File: src/rtl/lct_pkg.sv
/*
  Package for the line clock and tick timer unit: register offsets,
  field positions, reset values and timing counts.
  Assumes a 100 MHz system clock and a 32-bit APB register bus.
*/
package lct_pkg;
  // Register byte offsets.
  localparam logic [7:0] OFS_CTRL = 8'h00;
  localparam logic [7:0] OFS_DIV_A = 8'h04;
  localparam logic [7:0] OFS_DIV_B = 8'h08;
  localparam logic [7:0] OFS_TICK_N = 8'h0c;
  localparam logic [7:0] OFS_STATUS = 8'h10;
  localparam logic [7:0] OFS_MASK = 8'h14;
  localparam logic [7:0] OFS_TICK_CNT = 8'h18;

  // Control register fields.
  localparam int CTRL_ROUTE_A = 0;
  localparam int CTRL_ROUTE_B = 1;
  localparam int CTRL_PERIODIC = 2;
  localparam int CTRL_BCD_A = 3;
  localparam int CTRL_BCD_B = 4;
  localparam int CTRL_BCD_T = 5;
  localparam int CTRL_TICK_IE = 6;
  localparam int CTRL_W = 7;
  localparam logic [CTRL_W-1:0] CTRL_RST = 7'h00;

  // Status and mask fields.
  localparam int ST_TICK_REQ = 0;
  localparam int ST_TICK_RAW = 1;
  localparam int ST_W = 2;
  localparam logic [ST_W-1:0] MASK_RST = 2'h0;

  // Divide ratio limits.
  localparam logic [15:0] RATIO_BIN_MAX = 16'h8000;
  localparam logic [15:0] RATIO_BCD_MAX = 16'h2710;

  // Tick interrupt identity towards the processor.
  localparam logic [8:0] TICK_VECTOR = 9'h058;
  localparam logic [2:0] TICK_LEVEL = 3'h5;

  // Timing.
  localparam int CLK_KHZ = 100000;
  localparam int CLK_PERIOD_PS = 10000;
  localparam int LC_IN_KHZ = 6912;
  localparam int TICK_BASE_PS = 18500000;
  localparam int TICK_BASE_CYC = TICK_BASE_PS / CLK_PERIOD_PS;
endpackage : lct_pkg

File: src/rtl/lct_top.sv
/*
  Line clock and tick timer unit: two line-clock dividers fed from a
  6912 kHz rate derived inside the block, and a tick timer with one-shot
  and periodic modes, all programmed over an APB slave port.
  Assumes a single 100 MHz clock, an active-low asynchronous reset and
  an APB master that holds each request until pready.
*/
// Decided for this implementation: the APB slave port and the placing of the registers.
`timescale 1ns/1ps
module lct_top #(
  parameter bit TWO_CHANNEL = 1'b1
) (
  input wire logic clk,
  input wire logic rstn,
  input wire logic psel,
  input wire logic penable,
  input wire logic pwrite,
  input wire logic [7:0] paddr,
  input wire logic [31:0] pwdata,
  output logic [31:0] prdata,
  output logic pready,
  output logic pslverr,
  output logic irq,
  output logic tick_req,
  output logic [8:0] tick_vector,
  output logic [2:0] tick_level,
  output logic ckt113_a,
  output logic ckt113_b,
  output logic txc_a,
  output logic rxc_a,
  output logic txc_b,
  output logic rxc_b
);
  import lct_pkg::*;

  // The prescaler holds an 11-bit count and the accumulator a 17-bit sum
  // that yields at most one enable per clock; a package that breaks
  // either limit would mis-time the outputs it feeds, so it is refused here.
  if (TICK_BASE_CYC < 2 || TICK_BASE_CYC > 2048) begin : g_bad_base
    $error("tick base period does not fit the prescaler");
  end
  if (LC_IN_KHZ < 1 || LC_IN_KHZ >= CLK_KHZ
      || CLK_KHZ >= 131072) begin : g_bad_rate
    $error("line clock input rate does not suit the accumulator");
  end

  // Effective ratio from a register field; a zero field selects the top.
  // A BCD field with a nibble above nine converts arithmetically and is
  // clamped to the top only if the sum exceeds 10000, so a careless value still gives a running divider.
  function automatic logic [15:0] eff_ratio(input logic [15:0] v,
                                            input logic bcd);
    logic [15:0] b;
    b = 16'(v[15:12]) * 16'd1000 + 16'(v[11:8]) * 16'd100
        + 16'(v[7:4]) * 16'd10 + 16'(v[3:0]);
    if (bcd) begin
      eff_ratio = (v == 16'h0000 || b > RATIO_BCD_MAX) ? RATIO_BCD_MAX : b;
    end else begin
      eff_ratio = (v == 16'h0000 || v > RATIO_BIN_MAX) ? RATIO_BIN_MAX : v;
    end
  endfunction : eff_ratio

  // Bus decode.
  wire setup = psel && !penable;
  wire wr_en = psel && penable && pwrite;
  wire hit_ctrl = (paddr == OFS_CTRL);
  wire hit_div_a = (paddr == OFS_DIV_A);
  wire hit_div_b = (paddr == OFS_DIV_B);
  wire hit_tick_n = (paddr == OFS_TICK_N);
  wire hit_status = (paddr == OFS_STATUS);
  wire hit_mask = (paddr == OFS_MASK);
  wire hit_cnt = (paddr == OFS_TICK_CNT);
  wire mapped = hit_ctrl | hit_div_a | hit_div_b | hit_tick_n
                | hit_status | hit_mask | hit_cnt;

  // Every register answers in its access cycle, so no wait state is ever
  // inserted. An unmapped or unaligned offset is refused with pslverr: a
  // write there changes nothing and a read returns zero.
  assign pready = penable;
  assign pslverr = psel && penable && !mapped;

  logic [CTRL_W-1:0] ctrl_reg;
  logic [15:0] div_a_reg;
  logic [15:0] div_b_reg;
  logic [15:0] tick_n_reg;
  logic [ST_W-1:0] status_reg;
  logic [ST_W-1:0] mask_reg;
  logic [31:0] prdata_reg;
  logic [16:0] tick_cnt_reg;

  wire tick_ie = ctrl_reg[CTRL_TICK_IE];

  // Writes land only at the access edge. The ratio and interval fields
  // keep the raw value written, and the effective ratio is formed where
  // it is used, so a read returns exactly what software wrote and a
  // field of zero still selects the longest count.
  always_ff @(posedge clk or negedge rstn) begin
    if (!rstn) begin
      ctrl_reg <= CTRL_RST;
      div_a_reg <= 16'h0000;
      div_b_reg <= 16'h0000;
      tick_n_reg <= 16'h0000;
      mask_reg <= MASK_RST;
    end else if (wr_en) begin
      if (hit_ctrl) ctrl_reg <= pwdata[CTRL_W-1:0];
      if (hit_div_a) div_a_reg <= pwdata[15:0];
      if (hit_div_b) div_b_reg <= pwdata[15:0];
      if (hit_tick_n) tick_n_reg <= pwdata[15:0];
      if (hit_mask) mask_reg <= pwdata[ST_W-1:0];
    end
  end

  // Read data is captured in the setup cycle so it stands from a flop.
  wire [31:0] rd_mux =
    hit_ctrl ? {25'h0, ctrl_reg} :
    hit_div_a ? {16'h0, div_a_reg} :
    hit_div_b ? {16'h0, div_b_reg} :
    hit_tick_n ? {16'h0, tick_n_reg} :
    hit_status ? {30'h0, status_reg} :
    hit_mask ? {30'h0, mask_reg} :
    hit_cnt ? {15'h0, tick_cnt_reg} : 32'h0000_0000;

  always_ff @(posedge clk or negedge rstn) begin
    if (!rstn) begin
      prdata_reg <= 32'h0000_0000;
    end else if (setup) begin
      prdata_reg <= rd_mux;
    end
  end
  assign prdata = prdata_reg;

  // Shared 6912 kHz enable from a phase accumulator; the average rate is
  // exact, at the cost of one system clock of jitter per edge.
  localparam logic [16:0] ACC_STEP = 17'(LC_IN_KHZ);
  localparam logic [16:0] ACC_MOD = 17'(CLK_KHZ);
  logic [16:0] acc_reg;
  wire [17:0] acc_sum = {1'b0, acc_reg} + {1'b0, ACC_STEP};
  wire lc_tick = (acc_sum >= {1'b0, ACC_MOD});
  wire [17:0] acc_wrap = acc_sum - {1'b0, ACC_MOD};
  wire [16:0] acc_next = lc_tick ? acc_wrap[16:0] : acc_sum[16:0];

  always_ff @(posedge clk or negedge rstn) begin
    if (!rstn) acc_reg <= 17'h00000;
    else acc_reg <= acc_next;
  end

  // Line-clock dividers, generated for both channels.
  wire [1:0] lc_load = {wr_en && hit_div_b && TWO_CHANNEL,
                        wr_en && hit_div_a};
  wire [15:0] lc_ratio [2];
  assign lc_ratio[0] = eff_ratio(div_a_reg, ctrl_reg[CTRL_BCD_A]);
  assign lc_ratio[1] = eff_ratio(div_b_reg, ctrl_reg[CTRL_BCD_B]);
  logic [1:0] lc_out;

  // A ratio of one leaves the output steadily high: the shared rate is an
  // enable, not a clock, so it cannot be passed straight through. A
  // channel toggles only once its own ratio has been written, which keeps
  // an unused circuit 113 line quiet after reset.
  genvar g;
  generate
    for (g = 0; g < 2; g++) begin : g_lc
      logic armed_reg;
      logic [15:0] cnt_reg;
      logic out_reg;
      // The counter stays idle until firmware first loads a ratio.
      wire [15:0] half = lc_ratio[g] >> 1;
      always_ff @(posedge clk or negedge rstn) begin
        if (!rstn) begin
          armed_reg <= 1'b0;
          cnt_reg <= 16'h0000;
          out_reg <= 1'b0;
        end else if (lc_load[g]) begin
          armed_reg <= 1'b1;
          cnt_reg <= 16'h0000;
        end else if (armed_reg && lc_tick) begin
          cnt_reg <= (cnt_reg + 16'd1 >= lc_ratio[g]) ? 16'h0000 :
                     cnt_reg + 16'd1;
          out_reg <= (lc_ratio[g] == 16'd1) ? 1'b1 : (cnt_reg < half);
        end
      end
      assign lc_out[g] = out_reg;
    end
  endgenerate

  // Output stage: 113 always carries the clock, serial inputs only when
  // routed.
  // The extra flop keeps every clock output free of decode glitches, at
  // the cost of one cycle of delay against the divider. Channel B stays
  // low on the single-channel build because it has no destination there.
  always_ff @(posedge clk or negedge rstn) begin
    if (!rstn) begin
      ckt113_a <= 1'b0;
      ckt113_b <= 1'b0;
      txc_a <= 1'b0;
      rxc_a <= 1'b0;
      txc_b <= 1'b0;
      rxc_b <= 1'b0;
    end else begin
      ckt113_a <= lc_out[0];
      ckt113_b <= lc_out[1] && TWO_CHANNEL;
      txc_a <= lc_out[0] && ctrl_reg[CTRL_ROUTE_A];
      rxc_a <= lc_out[0] && ctrl_reg[CTRL_ROUTE_A];
      txc_b <= lc_out[1] && ctrl_reg[CTRL_ROUTE_B] && TWO_CHANNEL;
      rxc_b <= lc_out[1] && ctrl_reg[CTRL_ROUTE_B] && TWO_CHANNEL;
    end
  end

  // Tick timer: an 18.5 us base prescaler and a count of N plus one bases.
  // Writing the interval restarts the count at once in either mode. A mode
  // change while running is taken at the next terminal count, so switching
  // to one-shot never cuts a period short.
  typedef enum logic [1:0] {TS_IDLE, TS_RUN} lct_tick_state_t;
  lct_tick_state_t tstate_reg;
  logic [10:0] pre_reg;
  localparam logic [10:0] PRE_LAST = 11'(TICK_BASE_CYC - 1);
  wire tick_load = wr_en && hit_tick_n;
  wire [16:0] tick_span =
    {1'b0, eff_ratio(tick_n_reg, ctrl_reg[CTRL_BCD_T])} + 17'd1;
  wire base_end = (pre_reg == PRE_LAST);
  // The event falls on the last prescaler cycle of the final base period.
  wire tick_end = (tstate_reg == TS_RUN) && base_end
                  && (tick_cnt_reg == 17'd1);

  always_ff @(posedge clk or negedge rstn) begin
    if (!rstn) begin
      tstate_reg <= TS_IDLE;
      pre_reg <= 11'h000;
      tick_cnt_reg <= 17'h00000;
    end else if (tick_load) begin
      tstate_reg <= TS_RUN;
      pre_reg <= 11'h000;
      tick_cnt_reg <= 17'h00000;
    end else begin
      case (tstate_reg)
        TS_IDLE: begin
          pre_reg <= 11'h000;
        end
        TS_RUN: begin
          pre_reg <= base_end ? 11'h000 : pre_reg + 11'd1;
          if (tick_cnt_reg == 17'd0) begin
            tick_cnt_reg <= tick_span;
          end else if (tick_end) begin
            if (ctrl_reg[CTRL_PERIODIC]) begin
              tick_cnt_reg <= tick_span;
            end else begin
              tick_cnt_reg <= 17'h00000;
              tstate_reg <= TS_IDLE;
            end
          end else if (base_end) begin
            tick_cnt_reg <= tick_cnt_reg - 17'd1;
          end
        end
        default: begin
          tstate_reg <= TS_IDLE;
        end
      endcase
    end
  end

  // The first base period after a load also absorbs the reload cycle, so
  // the load cycle is not lost from the interval.
  // A tick that lands on a clearing write still sets its bit, so no event
  // is lost to the acknowledge. Clearing the enable drops the pending
  // request at the next edge, and tick_req is gated by the bit as well so
  // the request falls right after the write.
  wire st_clr_wr = wr_en && hit_status;
  wire [ST_W-1:0] st_set = {tick_end, tick_end && tick_ie};
  logic [ST_W-1:0] st_next;
  always_comb begin
    st_next = status_reg & ~(st_clr_wr ? pwdata[ST_W-1:0] : {ST_W{1'b0}});
    if (!tick_ie) begin
      st_next[ST_TICK_REQ] = 1'b0;
    end
    st_next = st_next | st_set;
  end

  always_ff @(posedge clk or negedge rstn) begin
    if (!rstn) status_reg <= {ST_W{1'b0}};
    else status_reg <= st_next;
  end

  assign tick_req = status_reg[ST_TICK_REQ] && tick_ie;
  assign tick_vector = TICK_VECTOR;
  assign tick_level = TICK_LEVEL;
  // Only the unmasked status bits drive irq; the mask leaves tick_req
  // alone, since that line goes to the processor's own priority logic.
  assign irq = |(status_reg & mask_reg);
endmodule : lct_top

File: config.mk
export PLATFORM = sky130hd
export DESIGN_NAME = lct_top
export DESIGN_NICKNAME = d
export VERILOG_FILES = /design/src/rtl/lct_pkg.sv /design/src/rtl/lct_top.sv
export SDC_FILE = /design/constraint.sdc
export NUM_CORES = 1
export LEC_CHECK = 0
export BUFFER_PORTS_ARGS = -buffer_cell sky130_fd_sc_hd__buf_2
export CORE_ASPECT_RATIO = 2
export CORE_MARGIN = 4
export CORE_UTILIZATION = 63
export DETAILED_ROUTE_END_ITERATION = 8
export PLACE_DENSITY = 0.82
export SYNTH_ARGS = -nofsm -noshare
export SYNTH_HDL_FRONTEND = slang
export SYNTH_SLANG_ARGS = --single-unit
File: constraint.sdc
create_clock -name clk -period 8.75 [get_ports clk]
set_input_delay 1.75 -clock clk [delete_from_list [all_inputs] [get_ports clk]]
set_output_delay 1.75 -clock clk [all_outputs]
set_load 0.05 [all_outputs]
==> run_results.csv, run 1 <==
group,metric,value,unit
critical_path,worstSetupPathType,"reg2reg",
critical_path,cp_slowest_cell,"fa_1",
sta,final_hold_viol_count,0,
sta,drv_slew,0,
sta,period_needed,7.83,ns
clock_tree,cts_tree,"done",
sta,rsz0062_at_grt,"false",
power,p_int,1.38,mW
sta,holdWs,0.424,ns
clock_tree,ctsResizeCount,0,
hold_path,hp-class,"reg2reg",
layout,nNetsFinal,2174,
power,finalPower,2.14,mW
floorplan,initial_core_util,64.0,%
placed_design,place_ws,0.989,ns
placed_design,dpl_cell_area,0.0165,mm2
power,peakVddDrop,0.000135,V
clock_tree,clkTransAtPathRegs,0.07,ns
clock_tree,numCtsBuffers,17,
sta,fin_crit_sh,89.5,%
routing,drt_wl_total,44000,um
floorplan,die_w,121,um
power,p_switching,0.765,mW
sta,setup_viol,0,
global_route,grt_pass1_vias,14300,
sta,worstMarginPinSlew,1.25,ns
routing,vias,14100,
routing,wl_per_cell,20.0,um
yosys,yosysUniqueCellTypes,81,
power,p_per_area,125,mW/mm2
global_route,grt_pass1_wl,71100,um
global_route,grt-ovfl-total,0,
clock_tree,ctsHtreeMaxLevel,4,
power,combPwrFrac,28.5,%
critical_path,crit_family,"compound AO/OA/AOI/OAI gates",
placed_design,port_buffers,55,
clock_tree,cts_hold_buffers,0,
layout,utilization,68.4,%
clock_tree,cts_buffer_depth,2,
critical_path,startpoint,"div_b_reg[13]$_DFFE_PN0P_",
layout,syn_to_final_growth,6.80,%
floorplan,dieArea,0.0282,mm2
layout,final_cells,2197,
sta,fmax,128,MHz
critical_path,cp_slowest_stage_delay,0.63,ns
layout,largest_reg_flops,32,
yosys,synth_edf_count,0,
floorplan,ios,99,
layout,num-fill-cells,2039,
critical_path,crit_path_start_kind,"flip-flop",
routing,final_antenna_net_count,0,
yosys,async_reset_ff_share,100,%
critical_path,reg2reg_from,"div_b_reg[13]$_DFFE_PN0P_",
run,cap_viol_max_count,0,
yosys,synth-seq-area-share,24.5,%
routing,drtPass1Iterations,5,
sta,finalSetupTns,0,ns
critical_path,cp.required,9.12,ns
power,switching_share,35.7,%
floorplan,die_y,234,um
sta,relSlewSlack,16.6,%
critical_path,r2r_slack,0.92,ns
placed_design,dp.cells,2165,
layout,num_antenna_cells,0,
routing,drc,0,
placed_design,hpwl,35100,um
floorplan,core,0.0250,mm2
clock_tree,clkSinkCount,157,
sta,fin_ws,0.919,ns
yosys,syn_inst,1806,
global_route,grt_max_degree,96,
critical_path,end_kind,"flip-flop",
global_route,antenna_found_initial,1,
routing,avgViaCountPerCell,6.41,
yosys,syn_area,0.0160,mm2
power,clock_power_share,34.8,%
clock_tree,clock_latency,0.45,ns
critical_path,cp_num_buf_inv,4,
clock_tree,post_cts_buffers,0,
sta,fin_skew,0.0109,ns
global_route,grt_usage,31.9,%
yosys,ys.flop_type,"dfrtp_1",
floorplan,fp-row-count,82,
yosys,synth_seq_cells,157,
critical_path,arrival,8.20,ns
power,power_leakage,8.78,nW
routing,drtIter0Drc,1018,
critical_path,critPathMaxFanout,10,
critical_path,cpMostUsedCell,"ha_1",
power,p_seq_share,36.7,%
clock_tree,cts-root-buf,"clkbuf_16",
yosys,syn_area_per_cell,8.87,um2
hold_path,hold_start,"g_lc[0].out_reg$_DFFE_PN0P_",
yosys,yosysWarnings,0,
status,outcome,"completed",
layout,final_area,0.0171,mm2
layout,drive_gt1_share,9.67,%
placed_design,place_congestion,0.977,
## synth_stat cells, types with 7 or more instances
library cell	number	area [um2]
nor2b_1	30	188
nor4_1	16	100
nand3_1	48	240
a21o_1	44	330
a222oi_1	10	100
and2_1	22	138
mux2_2	51	574
or3_1	7	43.8
o21a_1	19	143
a21oi_1	97	485
o22ai_1	7	43.8
nand3b_1	7	52.6
o2111ai_1	8	70.1
dfrtp_1	157	3930
o31ai_1	9	67.6
buf_4	30	225
inv_1	127	477
nand2_1	199	747
a22oi_1	20	150
clkbuf_1	36	135
nor3_1	32	160
a22o_1	13	114
or2_2	14	87.6
a31oi_1	8	50.1
o21ai_0	99	495
ha_1	230	2880
fa_1	51	1020
o21bai_1	7	52.6
a211oi_1	14	105
nor2_1	95	357
xnor2_1	59	517
nand2b_1	26	163
xor2_1	40	350
o21ai_1	9	45.0
o211ai_1	10	75.1
and3_1	24	150
nand4_1	16	100
## placed cells by master, fill, tap and decap left out, types with 20 or more instances in the layout
master,count
nand2_1,199
nand2b_1,26
dfrtp_1,157
inv_1,127
a22oi_1,20
ha_1,230
xnor2_1,59
o21ai_0,99
a21o_1,44
conb_1,27
buf_2,54
nor2_1,95
and2_1,22
and3_1,24
mux2_2,51
a21oi_1,97
xor2_1,40
nor3_1,32
nand3_1,48
nor2b_1,30
fa_1,51
## metal layers
| metal | vias up | routed length [um] | global-route usage (%) |
|---|---|---|---|
| li1 | 6528 | - | - |
| met1 | 6810 | 15200 | 32.9 |
| met2 | 537 | 22700 | 57.7 |
| met3 | 212 | 2300 | 4.09 |
| met4 | 0 | 3760 | 24.0 |
| met5 | - | 0 | 0 |
## worst paths after layout
path,to,cells past startpoint
max,g_lc[1].cnt_reg[11]$_DFFE_PN0P_,27
min,ckt113_a$_DFF_PN0_,0
max reg2reg,g_lc[1].cnt_reg[11]$_DFFE_PN0P_,27
min reg2reg,ckt113_a$_DFF_PN0_,0
max in group asynchronous,g_lc[0].cnt_reg[13]$_DFFE_PN0P_,2
min in group asynchronous,g_lc[1].cnt_reg[7]$_DFFE_PN0P_,1
## final cells by class
cell class / instances / area (um2) / area share [%]
clock buffer: 17 / 425 / 2.49
multi-input combinational: 1477 / 11300 / 66.2
sequential: 157 / 3930 / 23.0
inverter: 127 / 477 / 2.79
timing repair buffer: 68 / 379 / 2.22
clock inverter: 15 / 155 / 0.906
tap: 336 / 420 / 2.46
## kinds of logic after synthesis
| logic type | synth area share (%) |
|---|---|
| compound gates | 19.1 |
| xor+xnor | 5.41 |
| fa+ha+maj | 24.3 |
| buf+inv | 5.37 |
| flops | 24.5 |
| mux | 3.96 |
| other cells | 0.0469 |
| simple gates | 17.2 |
## worst reg2reg max path, stage by stage, from the launching register on
cell       delay [ns]
dfrtp_1          0.47
fa_1             0.63
inv_1            0.10
fa_1             0.51
inv_1            0.04
ha_1             0.34
a21oi_1          0.17
xnor2_1          0.16
ha_1             0.27
ha_1             0.31
ha_1             0.38
a2111oi_0        0.39
o21ai_1          0.18
a41oi_1          0.28
xnor2_1          0.19
a311o_1          0.37
a221oi_4         0.48
inv_1            0.18
o21ai_0          0.45
ha_1             0.35
a21o_1           0.18
a21o_1           0.17
a21oi_1          0.13
o21ai_0          0.15
a211oi_4         0.46
buf_4            0.27
o21ai_1          0.09
o21ai_1          0.07
## power by group through the flow
| stage | combinational [mW] | sequential (mW) | clock, mW |
|---|---|---|---|
| after floorplan | 0.459 | 0.796 | 0 |
| after global placement | 0.584 | 0.796 | 0 |
| after detailed placement | 0.599 | 0.797 | 0 |
| after CTS | 0.604 | 0.784 | 0.752 |
| after global routing | 0.684 | 0.787 | 0.780 |
| final | 0.611 | 0.785 | 0.745 |
Power figures use the tool's default switching activity.
==> inputs of run 2 (changes only) <==
--- a/config.mk
+++ b/config.mk
@@ -10,7 +10,7 @@
 export CORE_MARGIN = 4
 export CORE_UTILIZATION = 63
 export DETAILED_ROUTE_END_ITERATION = 8
-export PLACE_DENSITY = 0.82
+export PLACE_DENSITY_LB_ADDON = 0.2
 export SYNTH_ARGS = -nofsm -noshare
 export SYNTH_HDL_FRONTEND = slang
 export SYNTH_SLANG_ARGS = --single-unit
==> run 2 against run 1 <==
  * Final cell count unchanged
  * Critical endpoint is now g_lc[1].cnt_reg[5]$_DFFE_PN0P_
  * Worst hold slack improved by 0.033 ns
  * Utilization increased by 0.14 points
  * Largest power group is now clock
  * Critical path type unchanged
==> run_results.csv, run 2 (synthesis results as in run 1) <==
group,metric,value,unit
global_route,grt_pass1_wl,72100,um
routing,drtIter0Drc,1063,
critical_path,critPathMaxFanout,18,
global_route,grt-ovfl-total,0,
global_route,grt_usage,32.4,%
floorplan,initial_core_util,64.0,%
critical_path,crit_family,"compound AO/OA/AOI/OAI gates",
status,outcome,"completed",
routing,avgViaCountPerCell,6.46,
sta,period_needed,8.02,ns
sta,worstMarginPinSlew,1.23,ns
clock_tree,cts_buffer_depth,2,
clock_tree,ctsHtreeMaxLevel,4,
routing,wl_per_cell,20.3,um
layout,syn_to_final_growth,7.03,%
routing,drc,0,
global_route,met3_usage,4.17,%
clock_tree,numCtsBuffers,17,
floorplan,die_w,121,um
global_route,grt_pass1_vias,14300,
global_route,gr-usage-met1,34.5,%
critical_path,crit_path_start_kind,"flip-flop",
global_route,grt_use_met2,58.3,%
clock_tree,cts_hold_buffers,0,
routing,drt_wl_total,44700,um
critical_path,cp_num_buf_inv,4,
sta,finalSetupTns,0,ns
layout,layout_commonest_cell,"ha_1",
layout,drive_gt1_share,9.56,%
sta,fin_crit_sh,91.6,%
sta,final_hold_viol_count,0,
floorplan,die_y,234,um
critical_path,cp.required,9.11,ns
placed_design,hpwl,35500,um
power,peakVddDrop,0.000130,V
layout,final_cell_mix,"ha_1 (230), nand2_1 (199), dfrtp_1 (157), inv_1 (127), o21ai_0 (99)",
critical_path,arrival,8.38,ns
routing,vias,14200,
critical_path,cp_slowest_stage_delay,0.72,ns
global_route,grt_max_degree,82,
floorplan,ios,99,
floorplan,dieArea,0.0282,mm2
layout,num-fill-cells,2074,
critical_path,cpMostUsedCell,"ha_1",
sta,setup_viol,0,
clock_tree,clock_latency,0.44,ns
sta,relSlewSlack,18.3,%
power,finalPower,2.18,mW
clock_tree,cts-root-buf,"clkbuf_16",
routing,drtPass1Iterations,7,
sta,fmax,125,MHz
hold_path,hp-class,"reg2reg",
layout,largest_reg_flops,32,
floorplan,fp-row-count,82,
placed_design,place_congestion,0.987,
clock_tree,cts_tree,"done",
power,power_leakage,8.80,nW
layout,nNetsFinal,2174,
critical_path,worstSetupPathType,"reg2reg",
layout,num_antenna_cells,0,
routing,final_antenna_net_count,0,
sta,rsz0062_at_grt,"false",
clock_tree,post_cts_buffers,0,
critical_path,cp_slowest_cell,"a211oi_4",
power,p_per_area,127,mW/mm2
clock_tree,clkSinkCount,157,
clock_tree,clkTransAtPathRegs,0.07,ns
sta,fin_skew,0.00852,ns
floorplan,core,0.0250,mm2
clock_tree,ctsResizeCount,0,
placed_design,port_buffers,55,
global_route,antenna_found_initial,0,
sta,drv_slew,0,
critical_path,end_kind,"flip-flop",
run,cap_viol_max_count,0,
global_route,busiest_layer,"met2",
-- run 2: cell count changes in the layout (fill, tap and decap cells not counted), sizes merged --
cell	change
clkbuf	+4
bufinv	+2
clkinvlp	-1
inv	-5
-- run 2: report_power, final --
group | internal, mW | total (mW) | switching [mW]
clock | 0.468 | 0.786 | 0.318
sequential | 0.750 | 0.785 | 0.0355
combinational | 0.225 | 0.606 | 0.381
total | 1.44 | 2.18 | 0.734
-- run 2: worst paths after layout --
check                                       startpoint                             end  slack (ns)  cells after the start
min reg2reg                g_lc[1].out_reg$_DFFE_PN0P_              ckt113_b$_DFF_PN0_        0.46                      0
max reg2reg                  div_b_reg[13]$_DFFE_PN0P_  g_lc[1].cnt_reg[5]$_DFFE_PN0P_        0.73                     27
min                        g_lc[1].out_reg$_DFFE_PN0P_              ckt113_b$_DFF_PN0_        0.46                      0
max in group asynchronous                         rstn       tick_n_reg[4]$_DFFE_PN0P_        5.82                      2
min in group asynchronous                         rstn     tick_cnt_reg[5]$_DFFE_PN0P_        1.34                      1
max                          div_b_reg[13]$_DFFE_PN0P_  g_lc[1].cnt_reg[5]$_DFFE_PN0P_        0.73                     27
-- run 2: stage by stage --
| stage | instance area (um2) | worst slack (ns) | util (%) | hold slack (ns) | std cells |
|---|---|---|---|---|---|
| 3_5_place_dp | 16500 | 0.852 | 66.0 | 0.431 | 2165 |
| 4_1_cts | 17200 | 0.807 | 68.5 | 0.445 | 2197 |
| 2_1_floorplan | 16100 | 1.97 | - | 0.359 | 1831 |
| 6_report | 17200 | 0.733 | 68.5 | 0.457 | 2197 |
| 5_1_grt | 17200 | 0.203 | 68.5 | 0.453 | 2197 |
| 3_3_place_gp | 16500 | 1.04 | 66.0 | 0.433 | 2165 |
-- run 2: area by class of cell --
type	instances	area, um2	share of cell area [%]
multi-input combinational	1477	11300	66.1
tap	336	420	2.45
timing repair buffer	68	379	2.21
clock inverter	11	156	0.912
inverter	127	477	2.78
sequential	157	3930	22.9
clock buffer	21	460	2.68
-- run 2: metal layers --
metal	wire length, um	share of wire (%)	up-vias
li1	-	-	6544
met1	15800	35	6917
met2	23000	51	517
met3	2210	4.9	210
met4	3700	8.3	0
met5	0	0	-
